$ cat config.mk
export PLATFORM = sky130hd
export DESIGN_NAME = touchpad_i2c_packet_slave
export DESIGN_NICKNAME = d
export VERILOG_FILES = /design/src/rtl/touchpad_pkg.sv /design/src/rtl/touchpad_i2c_packet_slave.sv /design/src/rtl/tp_pin_sync.sv /design/src/rtl/tp_report_fmt.sv
export VERILOG_INCLUDE_DIRS = /design/src /design/src/rtl
export SDC_FILE = /design/constraint.sdc
export NUM_CORES = 1
export LEC_CHECK = 0
export BUFFER_PORTS_ARGS = -buffer_cell sky130_fd_sc_hd__buf_4
export CAP_MARGIN = 20
export CORE_MARGIN = 2
export CORE_UTILIZATION = 50
export CTS_CLUSTER_DIAMETER = 50
export CTS_CLUSTER_SIZE = 30
export DETAILED_ROUTE_END_ITERATION = 16
export PLACE_DENSITY = 0.76
export SYNTH_ARGS = -nofsm -noshare
export SYNTH_HDL_FRONTEND = slang
export SYNTH_SLANG_ARGS = --single-unit
export TNS_END_PERCENT = 30
$ cat constraint.sdc
create_clock -name clk -period 3.35 [get_ports clk]
set_input_delay 0.335 -clock clk [delete_from_list [all_inputs] [get_ports clk]]
set_output_delay 0.335 -clock clk [all_outputs]
set_load 0.01 [all_outputs]
$ cat src/rtl/touchpad_cfg.svh
// Constants of the touchpad packet slave: address, packet codes,
// default values and lengths. Included by the design files only.
`ifndef TOUCHPAD_CFG_SVH
`define TOUCHPAD_CFG_SVH

`define TP_SLAVE_ADDR   7'h10
`define TP_ID_HELLO     8'h55
`define TP_ID_RESP      8'h52
`define TP_ID_READ      8'h53
`define TP_ID_WRITE     8'h54
`define TP_ID_REPORT    8'h5A
`define TP_TAIL         8'h01
`define TP_FILL         8'hFF
`define TP_SEL_FWVER    8'h00
`define TP_SEL_POWER    8'h50
`define TP_SEL_FWID     8'hF0
`define TP_NIB_SENS     4'h4
`define TP_NIB_POWER    4'h5
`define TP_FWVER_B3     8'h00
`define TP_FWVER_B4     8'h11
`define TP_FWID_B2      8'hA5 // Arbitrary identity value
`define TP_FWID_B3      8'h3C // Arbitrary identity value
`define TP_FWID_B4      8'h81 // Arbitrary identity value
`define TP_PWR_RST      2'h2
`define TP_RATE_RST     4'hA
`define TP_SENSX_RST    4'h5
`define TP_SENSY_RST    4'h4
`define TP_LEN_SHORT    4'h4
`define TP_LEN_REPORT   4'h8
`define TP_CMD_LEN      3'h4
`define TP_BITS         4'h8

`endif

$ cat src/rtl/touchpad_pkg.sv
// Types shared by the touchpad packet slave.
// Constants live in touchpad_cfg.svh.
package touchpad_pkg;

  // Serial engine states, one-hot
  typedef enum logic [6:0] {
    ST_IDLE = 7'b0000001,
    ST_ADDR = 7'b0000010,
    ST_AACK = 7'b0000100,
    ST_RX   = 7'b0001000,
    ST_RACK = 7'b0010000,
    ST_TX   = 7'b0100000,
    ST_TACK = 7'b1000000
  } link_state_e;

  typedef logic [7:0] byte_t;

endpackage

$ cat src/rtl/touchpad_i2c_packet_slave.sv
// Touchpad host link: serial slave exchanging command and touch packets.
// Assumes the host masters the bus and meets fast-mode timing.
// How it works
// [RQ1] Acts only as slave; SCL is never driven, only SDA.
// [RQ2] The host makes every SCL pulse of every transfer.
// [RQ3] Link runs up to 400 kbit/s; host never clocks faster.
// [RQ4] Answers address 0x20 documented, seven bits 0010000.
// [RQ5] First byte LSB picks direction: one read, zero write.
// [RQ6] Hello packet is four bytes of 0x55.
// [RQ7] Hello is the first packet delivered after initialisation.
// [RQ8] Host read packet: 0x53, selector, data, 0x01.
// [RQ9] Host write packet: 0x54, register and value, data, 0x01.
// [RQ10] Every accepted read gets a four-byte 0x52 response; a read while a response is still unloaded replaces it.
// [RQ11] Selector 0x00 version, 0x50 power, 0xF0 firmware identifier.
// [RQ12] Default power read returns 0x58 0x0A 0x01.
// [RQ13] Write with second byte 0x45 sets sensitivity five.
// [RQ14] Sensitivity response byte two: x level high, y level low.
// [RQ15] Position reports are eight bytes starting 0x5A.
// [RQ16] Coordinates 12 bits: high nibbles byte, then X low, Y low.
// [RQ17] Last byte: zeros, finger count in bits 2..1, one in bit 0.
// [RQ18] Finger lift sends 0x5A, six zero bytes, 0x01.
// [RQ19] Touch-down and every move send an absolute report; a move before the report is loaded replaces the unsent one.
// [RQ20] Before the release report the last position is resent.
// [RQ21] Attention goes low while a packet waits for the host.
// [RQ22] Attention returns high once the host read the packet.
// [RQ23] Host fetches the packet by a read of its length.
// [RQ24] Packets with unknown identifiers are ignored, no response.
`timescale 1ns/1ps
`include "touchpad_cfg.svh"

module touchpad_i2c_packet_slave (
  input  wire logic        clk,
  input  wire logic        rst_n,
  input  wire logic        scl_in,
  input  wire logic        sda_in,
  output logic             sda_out,
  output logic             sda_oe_n,
  output logic             attn_n,
  input  wire logic        init_done,
  input  wire logic        touch_valid,
  input  wire logic [1:0]  touch_fingers,
  input  wire logic [11:0] touch_x1,
  input  wire logic [11:0] touch_y1,
  input  wire logic [11:0] touch_x2,
  input  wire logic [11:0] touch_y2,
  output logic      [3:0]  sens_x,
  output logic      [3:0]  sens_y,
  output logic      [1:0]  power_state,
  output logic      [3:0]  report_rate
);

  touchpad_pkg::link_state_e state_reg, state_next;
  touchpad_pkg::byte_t       sh_reg, sh_next, tx_byte;
  touchpad_pkg::byte_t       pkt_reg [0:7];
  touchpad_pkg::byte_t       rx_reg  [0:3];
  logic [3:0]  bit_reg, bit_next, len_reg, tx_cnt_reg;
  logic [2:0]  rx_cnt_reg;
  logic        drive_reg, drive_next, rd_xfer_reg, wr_xfer_reg;
  logic        scl_f, sda_f, scl_q, sda_q;
  logic        pend_reg, hello_done_reg, resp_pend_reg;
  logic        rep_pend_reg, rel_pend_reg, touch_pend_reg, touched_reg;
  logic [7:0]  resp_sel_reg;
  logic [1:0]  cur_fing_reg;
  logic [11:0] cur_x1_reg, cur_y1_reg, cur_x2_reg, cur_y2_reg;
  logic [63:0] report_flat;
  logic [31:0] resp_flat;
  logic        rel_sel;

  // Pins come from the host's domain: three stages and agreement, see [RQ3]
  tp_pin_sync u_sync (
    .clk       (clk),
    .rst_n     (rst_n),
    .pin_in    ({scl_in, sda_in}),
    .pin_level ({scl_f, sda_f})
  );

  // Bus events from the filtered levels
  wire scl_rise  = scl_f & ~scl_q;
  wire scl_fall  = ~scl_f & scl_q;
  wire start_det = scl_f & scl_q & sda_q & ~sda_f;
  wire stop_det  = scl_f & scl_q & ~sda_q & sda_f;
  wire end_xfer  = start_det | stop_det;
  wire byte_in   = (bit_reg == `TP_BITS);
  wire addr_hit  = (sh_reg[7:1] == `TP_SLAVE_ADDR); // see [RQ4]
  wire rw_read   = sh_reg[0];                        // see [RQ5]
  wire tack_nack = (state_reg == touchpad_pkg::ST_TACK) & scl_rise & sda_f;

  // Byte sent next; released bus reads as fill past the packet
  assign tx_byte = (pend_reg && tx_cnt_reg < len_reg) ?
                   pkt_reg[tx_cnt_reg[2:0]] : `TP_FILL;

  // Serial engine; data changes only after SCL falls, so hold is met
  always_comb begin
    state_next = state_reg;
    sh_next    = sh_reg;
    bit_next   = bit_reg;
    drive_next = drive_reg;
    if (stop_det) begin
      state_next = touchpad_pkg::ST_IDLE;
      drive_next = 1'b0;
    end else if (start_det) begin
      state_next = touchpad_pkg::ST_ADDR;
      bit_next   = 4'h0;
      drive_next = 1'b0;
    end else begin
      unique case (state_reg)
        touchpad_pkg::ST_IDLE: ;
        touchpad_pkg::ST_ADDR, touchpad_pkg::ST_RX: begin
          if (scl_rise) begin
            sh_next  = {sh_reg[6:0], sda_f};
            bit_next = bit_reg + 4'h1;
          end else if (scl_fall && byte_in) begin
            if (state_reg == touchpad_pkg::ST_RX) begin
              state_next = touchpad_pkg::ST_RACK;
              drive_next = 1'b1;
            end else if (addr_hit) begin
              state_next = touchpad_pkg::ST_AACK;
              drive_next = 1'b1;
            end else begin
              state_next = touchpad_pkg::ST_IDLE;
            end
          end
        end
        touchpad_pkg::ST_AACK: begin
          if (scl_fall && rw_read) begin
            state_next = touchpad_pkg::ST_TX;
            sh_next    = tx_byte;
            drive_next = ~tx_byte[7];
            bit_next   = 4'h1;
          end else if (scl_fall) begin
            state_next = touchpad_pkg::ST_RX;
            drive_next = 1'b0;
            bit_next   = 4'h0;
          end
        end
        touchpad_pkg::ST_RACK: begin
          if (scl_fall) begin
            state_next = touchpad_pkg::ST_RX;
            drive_next = 1'b0;
            bit_next   = 4'h0;
          end
        end
        touchpad_pkg::ST_TX: begin
          if (scl_fall && byte_in) begin
            state_next = touchpad_pkg::ST_TACK;
            drive_next = 1'b0;
          end else if (scl_fall) begin
            sh_next    = {sh_reg[6:0], 1'b0};
            drive_next = ~sh_reg[6];
            bit_next   = bit_reg + 4'h1;
          end
        end
        touchpad_pkg::ST_TACK: begin
          if (tack_nack) begin
            state_next = touchpad_pkg::ST_IDLE;
          end else if (scl_rise) begin
            bit_next = 4'h0;
          end else if (scl_fall && bit_reg == 4'h0) begin
            state_next = touchpad_pkg::ST_TX;
            sh_next    = tx_byte;
            drive_next = ~tx_byte[7];
            bit_next   = 4'h1;
          end
        end
      endcase
    end
  end

  always_ff @(posedge clk or negedge rst_n) begin
    if (!rst_n) begin
      state_reg <= touchpad_pkg::ST_IDLE;
      sh_reg    <= 8'h00;
      bit_reg   <= 4'h0;
      drive_reg <= 1'b0;
      scl_q     <= 1'b1;
      sda_q     <= 1'b1;
    end else begin
      state_reg <= state_next;
      sh_reg    <= sh_next;
      bit_reg   <= bit_next;
      drive_reg <= drive_next;
      scl_q     <= scl_f;
      sda_q     <= sda_f;
    end
  end

  // Only a low is ever driven on SDA; SCL has no output at all
  assign sda_out  = 1'b0;       // see [RQ1]
  assign sda_oe_n = ~drive_reg; // see [RQ1]

  // Transaction bookkeeping
  wire aack_end  = (state_reg == touchpad_pkg::ST_AACK) & scl_fall;
  wire rx_store  = (state_reg == touchpad_pkg::ST_RX) & scl_fall & byte_in;
  wire tx_done   = (state_reg == touchpad_pkg::ST_TACK) & scl_rise;
  // Packet counts as read once all its bytes went out, see [RQ23]
  // A refused last byte ends the read before its count has landed
  wire read_done = rd_xfer_reg & pend_reg &
                   ((end_xfer & (tx_cnt_reg >= len_reg)) |
                    (tack_nack & (tx_cnt_reg >= len_reg - 4'h1)));
  wire cmd_end   = end_xfer & wr_xfer_reg & (rx_cnt_reg == `TP_CMD_LEN);

  always_ff @(posedge clk or negedge rst_n) begin
    if (!rst_n) begin
      rd_xfer_reg <= 1'b0;
      wr_xfer_reg <= 1'b0;
      tx_cnt_reg  <= 4'h0;
      rx_cnt_reg  <= 3'h0;
    end else begin
      rd_xfer_reg <= end_xfer | tack_nack ? 1'b0 :
                     aack_end ? rw_read : rd_xfer_reg;
      wr_xfer_reg <= end_xfer ? 1'b0 :
                     aack_end ? ~rw_read : wr_xfer_reg;
      tx_cnt_reg  <= start_det ? 4'h0 :
                     tx_done && tx_cnt_reg != 4'hF ? tx_cnt_reg + 4'h1 :
                     tx_cnt_reg;
      // Overlong writes count past four and are then dropped
      rx_cnt_reg  <= start_det ? 3'h0 :
                     rx_store && rx_cnt_reg != 3'h7 ? rx_cnt_reg + 3'h1 :
                     rx_cnt_reg;
    end
  end

  // Received command bytes
  always_ff @(posedge clk or negedge rst_n) begin
    if (!rst_n) begin
      for (int i = 0; i < 4; i++) rx_reg[i] <= 8'h00;
    end else if (rx_store && rx_cnt_reg < `TP_CMD_LEN) begin
      rx_reg[rx_cnt_reg[1:0]] <= sh_reg;
    end
  end

  // Command decode, see [RQ8] [RQ9]
  wire is_read  = cmd_end & (rx_reg[0] == `TP_ID_READ);
  wire is_write = cmd_end & (rx_reg[0] == `TP_ID_WRITE);
  wire sel_ok   = (rx_reg[1] == `TP_SEL_FWVER) |
                  (rx_reg[1] == `TP_SEL_POWER) |
                  (rx_reg[1] == `TP_SEL_FWID)  |
                  (rx_reg[1][7:4] == `TP_NIB_SENS); // see [RQ11]
  wire wr_sens  = is_write & (rx_reg[1][7:4] == `TP_NIB_SENS);
  wire wr_power = is_write & (rx_reg[1][7:4] == `TP_NIB_POWER);

  // Settings steered by host writes
  always_ff @(posedge clk or negedge rst_n) begin
    if (!rst_n) begin
      sens_x      <= `TP_SENSX_RST;
      sens_y      <= `TP_SENSY_RST;
      power_state <= `TP_PWR_RST;
      report_rate <= `TP_RATE_RST;
    end else begin
      if (wr_sens) begin
        sens_x <= rx_reg[1][3:0]; // see [RQ13]
        sens_y <= rx_reg[1][3:0]; // see [RQ13]
      end
      if (wr_power) begin
        power_state <= rx_reg[1][3:2];
        report_rate <= rx_reg[2][3:0];
      end
    end
  end

  // Response bytes by selector, see [RQ10] [RQ11] [RQ12] [RQ14]
  wire [31:0] resp_ver  = {`TP_ID_RESP, `TP_SEL_FWVER,
                           `TP_FWVER_B3, `TP_FWVER_B4};
  wire [31:0] resp_pwr  = {`TP_ID_RESP, `TP_NIB_POWER, power_state, 2'h0,
                           4'h0, report_rate, `TP_TAIL};
  wire [31:0] resp_id   = {`TP_ID_RESP, `TP_FWID_B2,
                           `TP_FWID_B3, `TP_FWID_B4};
  wire [31:0] resp_sens = {`TP_ID_RESP, sens_x, sens_y, 8'h00, `TP_TAIL};
  assign resp_flat = (resp_sel_reg == `TP_SEL_FWVER) ? resp_ver :
                     (resp_sel_reg == `TP_SEL_POWER) ? resp_pwr :
                     (resp_sel_reg == `TP_SEL_FWID)  ? resp_id  : resp_sens;

  // Release report is the formatter fed with zeros, see [RQ18]
  tp_report_fmt u_fmt (
    .fingers (rel_sel ? 2'h0  : cur_fing_reg),
    .x1      (rel_sel ? 12'h0 : cur_x1_reg),
    .y1      (rel_sel ? 12'h0 : cur_y1_reg),
    .x2      (rel_sel ? 12'h0 : cur_x2_reg),
    .y2      (rel_sel ? 12'h0 : cur_y2_reg),
    .report  (report_flat)
  );

  // Slot arbitration: hello gates all, then responses, then touch
  wire slot_free  = ~pend_reg | read_done;
  wire load_hello = slot_free & ~hello_done_reg & init_done; // see [RQ7]
  wire load_resp  = slot_free & hello_done_reg & resp_pend_reg;
  wire load_rep   = slot_free & hello_done_reg & ~resp_pend_reg &
                    rep_pend_reg;                            // see [RQ20]
  wire load_rel   = slot_free & hello_done_reg & ~resp_pend_reg &
                    ~rep_pend_reg & rel_pend_reg;
  wire load_touch = slot_free & hello_done_reg & ~resp_pend_reg &
                    ~rep_pend_reg & ~rel_pend_reg & touch_pend_reg;
  assign rel_sel  = load_rel;
  wire load_rpt   = load_rep | load_rel | load_touch;
  wire load_any   = load_hello | load_resp | load_rpt;
  wire lift       = touch_valid & (touch_fingers == 2'h0);
  wire move       = touch_valid & (touch_fingers != 2'h0);

  // Packet slot; a load in the cycle of read completion wins
  always_ff @(posedge clk or negedge rst_n) begin
    if (!rst_n) begin
      for (int i = 0; i < 8; i++) pkt_reg[i] <= 8'h00;
      len_reg <= 4'h0;
    end else if (load_hello) begin
      for (int i = 0; i < 4; i++) pkt_reg[i] <= `TP_ID_HELLO; // see [RQ6]
      len_reg <= `TP_LEN_SHORT;
    end else if (load_resp) begin
      for (int i = 0; i < 4; i++) pkt_reg[i] <= resp_flat[31-8*i -: 8];
      len_reg <= `TP_LEN_SHORT;
    end else if (load_rpt) begin
      for (int i = 0; i < 8; i++) pkt_reg[i] <= report_flat[63-8*i -: 8];
      len_reg <= `TP_LEN_REPORT;
    end
  end

  // Pending flags; hardware set beats the read-done clear
  always_ff @(posedge clk or negedge rst_n) begin
    if (!rst_n) begin
      pend_reg       <= 1'b0;
      hello_done_reg <= 1'b0;
      resp_pend_reg  <= 1'b0;
      resp_sel_reg   <= 8'h00;
    end else begin
      pend_reg       <= load_any | (pend_reg & ~read_done); // see [RQ22]
      hello_done_reg <= hello_done_reg | load_hello;
      // Unknown ids and selectors leave no response, see [RQ24]
      resp_pend_reg  <= (is_read & sel_ok) | (resp_pend_reg & ~load_resp);
      if (is_read && sel_ok) resp_sel_reg <= rx_reg[1];
    end
  end

  // Touch tracking: newest coordinates replace unsent ones
  always_ff @(posedge clk or negedge rst_n) begin
    if (!rst_n) begin
      touched_reg    <= 1'b0;
      touch_pend_reg <= 1'b0;
      rep_pend_reg   <= 1'b0;
      rel_pend_reg   <= 1'b0;
      cur_fing_reg   <= 2'h0;
      cur_x1_reg     <= 12'h000;
      cur_y1_reg     <= 12'h000;
      cur_x2_reg     <= 12'h000;
      cur_y2_reg     <= 12'h000;
    end else begin
      touched_reg    <= move | (touched_reg & ~lift);
      touch_pend_reg <= move | (touch_pend_reg & ~load_touch & ~lift);
      rep_pend_reg   <= (lift & touched_reg) | (rep_pend_reg & ~load_rep);
      rel_pend_reg   <= (lift & touched_reg) | (rel_pend_reg & ~load_rel);
      if (move) begin // see [RQ19]
        cur_fing_reg <= touch_fingers;
        cur_x1_reg   <= touch_x1;
        cur_y1_reg   <= touch_y1;
        cur_x2_reg   <= touch_x2;
        cur_y2_reg   <= touch_y2;
      end
    end
  end

  // Attention follows the slot, one cycle behind
  always_ff @(posedge clk or negedge rst_n) begin
    if (!rst_n) attn_n <= 1'b1;
    else        attn_n <= ~pend_reg; // see [RQ21] [RQ22]
  end
endmodule // touchpad_i2c_packet_slave

$ cat src/rtl/tp_pin_sync.sv
// Three-stage synchroniser with agreement filter for the bus pins.
// Assumes pins idle high; output moves once stages two and three agree.
`timescale 1ns/1ps

module tp_pin_sync (
  input  wire logic       clk,
  input  wire logic       rst_n,
  input  wire logic [1:0] pin_in,
  output logic      [1:0] pin_level
);

  logic [1:0] ff1_reg;
  logic [1:0] ff2_reg;
  logic [1:0] ff3_reg;
  logic [1:0] level_reg;
  logic [1:0] level_next;

  // Per-pin filter; stage one feeds only stage two
  generate
    for (genvar i = 0; i < 2; i++) begin : g_pin
      assign level_next[i] = (ff2_reg[i] == ff3_reg[i]) ? ff3_reg[i]
                                                        : level_reg[i];
    end
  endgenerate

  // Released bus reads high, so reset to ones
  always_ff @(posedge clk or negedge rst_n) begin
    if (!rst_n) begin
      ff1_reg   <= 2'h3;
      ff2_reg   <= 2'h3;
      ff3_reg   <= 2'h3;
      level_reg <= 2'h3;
    end else begin
      ff1_reg   <= pin_in;
      ff2_reg   <= ff1_reg;
      ff3_reg   <= ff2_reg;
      level_reg <= level_next;
    end
  end

  assign pin_level = level_reg;

endmodule // tp_pin_sync

$ cat src/rtl/tp_report_fmt.sv
// Formats an eight-byte position report from finger coordinates.
// Pure logic; the caller registers the result into its packet slot.
`timescale 1ns/1ps
`include "touchpad_cfg.svh"

module tp_report_fmt (
  input  wire logic [1:0]  fingers,
  input  wire logic [11:0] x1,
  input  wire logic [11:0] y1,
  input  wire logic [11:0] x2,
  input  wire logic [11:0] y2,
  output logic      [63:0] report
);

  // Byte 1 in the top lane, byte 8 in the bottom lane
  assign report = {`TP_ID_REPORT,                // see [RQ15]
                   x1[11:8], y1[11:8], x1[7:0], y1[7:0], // see [RQ16]
                   x2[11:8], y2[11:8], x2[7:0], y2[7:0], // see [RQ16]
                   5'h00, fingers, 1'b1};        // see [RQ17]

endmodule // tp_report_fmt

==> impl_metrics.toml <==
[critical_path]
rrSetupSlack_ns = 0.54
reg2reg_to = "sh_reg[5]"
cp-start-kind = "flop"
cp-end-kind = "flop"
crit_required_ns = 3.67
r2r_cells = 6
slowest_stage = "or4_1"
arrival_ns = 3.13
r2r-start = "state_reg[2]"
crit_fanout = 12
worstSetupEndpoint = "sh_reg[5]"
path_cells = "or4_1 -> or3_1 -> nand2_1 -> nor2_1 -> nor4_4 -> mux2_2"
setup.worst_path.class = "flop to flop"
crit_start = "state_reg[2]"
max_stage_delay_ns = 0.58

[cells_and_area]
n_fill_cell = 1412
final_common_cell = "dfrtp_1"
n_antenna_cell = 0
drive_gt1_share_pct = 30.8
nNetsFinal = 881
syn_to_final_growth_pct = 15.3
final_cell_mix = "176 x dfrtp_1, 102 x mux2_2, 82 x buf_4"
largest_reg_flops = 55
final_area_um2 = 10300

[clock_tree]
clkLatencyLatePin_ns = 0.44
cts_sinks = 193
cts_buffer_depth = 2
cts_tree = "done"
cts_max_level = 4
clock-root-buffer = "clkbuf_16"
numCtsBuffers = 17
clk_pin_slew_ns = 0.07

[synthesis]
synth_ff_type = "dfrtp_1"
syn_area_um2 = 8940
synth_cell_types = 72
yosys-top-cells-area = "dfrtp_1 49%, mux2_2 13%, dfstp_2 5.0%, a22o_1 3.1%, nand2_1 2.5%"
synth.area.mux_share_pct = 15.7
yosys_register_bits = 193
synth_edf_count = 0
synth_xor_area_share_pct = 0.980
synth_compound_gate_area_share_pct = 13.3
ys_seq_area_share_pct = 54.3
syn_area_per_cell_um2 = 12.0
yosysTopAreaCell = "dfrtp_1"
ys_warn_count = 0
async_reset_ff_share_pct = 100
yosys.area_share.adder_pct = 2.17
synthSimpleGateAreaFrac_pct = 10.7
synth_top_cell_area_share_pct = 49.3
synth_cells = 745
synth_top_family_by_area = "multiplexers"
synth_nets = 814

[route]
dr.pass1.iters = 5
drt_iter0_markers = 533
post-route-drc-count = 0
num_vias = 6321
wirelength_mm = 20.0
antenna_left = 0
routedWlPerCell_um = 19.0
viasPerCell = 6.02

[floorplan]
core_area_um2 = 17400
die_w_um = 138
die_h_um = 138
die-area_um2 = 19000
ioPinCount = 73
row_count = 48
start_util_pct = 51.5

[sta]
worstMarginPinSlew_ns = 1.01
finalSetupViolCount = 0
timing.final.crit_share_pct = 83.9
rsz0062_at_grt = "no"
slew_viol_final = 0
fin_crit_ns = 2.81
setup_tns_ns = 0
maxSlewHeadroom_pct = 32.1
hold_viol_final = 0
fin_skew_ns = 0.0118
max_freq_mhz = 356

[power]
p_leak_nw = 4.69
vdd_drop_max_v = 0.000395
p_per_area_nw_per_um2 = 493

[grt]
grt-ovfl-total = 0
grt_pass1_wl_mm = 33.0
gr-usage-all-layers_pct = 22.7
grt_max_degree = 95
antenna_found_initial = 0
grt_pass1_vias = 6292

[run_status]
status = "complete, no violations"

[run]
cap_violations = 0

[place]
post-dp-hpwl_mm = 14.1
postPlaceCellArea_um2 = 9710
place.gp.congestion = 0.908
port_buffers = 71

[min_path]
hold_path_class = "input pin to flop"
## through the flow
step           hold WS, ns  util, %  cells  setup slack (ns)  power (mW)
2_1_floorplan       0.0394        -    745             0.703        2.91
5_1_grt              0.120     59.4   1050             0.293        5.28
3_3_place_gp         0.347     55.9   1015             0.604        3.12
6_report             0.122     59.4   1050             0.540        5.08
4_1_cts              0.111     59.4   1050             0.541        5.11
3_5_place_dp         0.349     55.9   1015             0.571        3.14
## power breakdown
| part | leakage, nW | switching [mW] | total (mW) | internal, mW |
|---|---|---|---|---|
| logic | 2.01 | 0.205 | 0.443 | 0.238 |
| clock network | 0.279 | 0.925 | 1.98 | 1.05 |
| registers | 2.39 | 0.173 | 2.65 | 2.48 |
## synth_stat cells (5+ instances only)
master       n
nor2b_1      7
and3_1       5
a32oi_1      6
nor4_1       8
xor2_1       6
buf_2        5
a21oi_1     29
a211oi_1     5
nand3_1     16
ha_1        13
nand2b_1     8
and2_1       7
or3_1        5
o2bb2ai_1    9
a22o_1      32
mux2_2     102
nor2_1      38
mux4_2       9
dfstp_2     17
o21ai_0     26
a2bb2oi_1    5
mux2i_1      5
nand2_1     60
dfrtp_1    176
clkbuf_1    27
a221o_1      7
inv_1       22
a21o_1       6
nor3_1      10
## worst min-delay path by stage
stage / to / slack, ns / depth (start not counted) / from
2_1_floorplan: bit_reg[0] / 0.04 / 0 / rst_n
3_3_place_gp: u_sync.ff2_reg[1] / 0.35 / 0 / u_sync.ff1_reg[1]
3_5_place_dp: u_sync.ff2_reg[1] / 0.35 / 0 / u_sync.ff1_reg[1]
4_1_cts: cur_x1_reg[1] / 0.11 / 2 / touch_x1[1]
5_1_grt: cur_x1_reg[10] / 0.12 / 2 / touch_x1[10]
6_report: cur_y2_reg[11] / 0.12 / 2 / touch_y2[11]
## area by class of cell
class                      count  area, um2  area share (%)
clock buffer                  18        439            4.26
clock inverter                14        125            1.21
inverter                      23       86.3           0.838
multi-input combinational    490       3840            37.3
sequential                   193       4850            47.1
tap                          225        282            2.73
timing repair buffer          87        679            6.59
## repair_timing
action	in CTS	in global routing
setup buffers	0	0
resized for setup	0	0
hold buffers	3	0
endpoints found under the hold margin	59	0
## metal layers
layer | global-route usage [%] | wire (um) | vias to the layer above
met5 | 0 | 0 | -
met4 | 8.13 | 425 | 0
met3 | 4.05 | 914 | 32
met2 | 34.4 | 9500 | 210
met1 | 32.9 | 9110 | 3192
li1 | - | - | 2887
## critical path, delay by kind of cell, from the launching register on
family	cells	cell delay, ns
flops	1	0.51
mux	1	0.41
simple gates	5	1.78
## cell families (layout without fill, tap and decap cells)
kind of cell             count (synthesis)  count (layout)
multiplexers                           116             116
adder cells (fa/ha/maj)                 16              16
XOR/XNOR                                10              10
buffers and inverters                   62             142
other                                    1               1
AO/OA/AOI/OAI                          161             161
AND/OR/NAND/NOR                        186             186
flip-flops                             193             193
(Power assumes the default switching activity.)
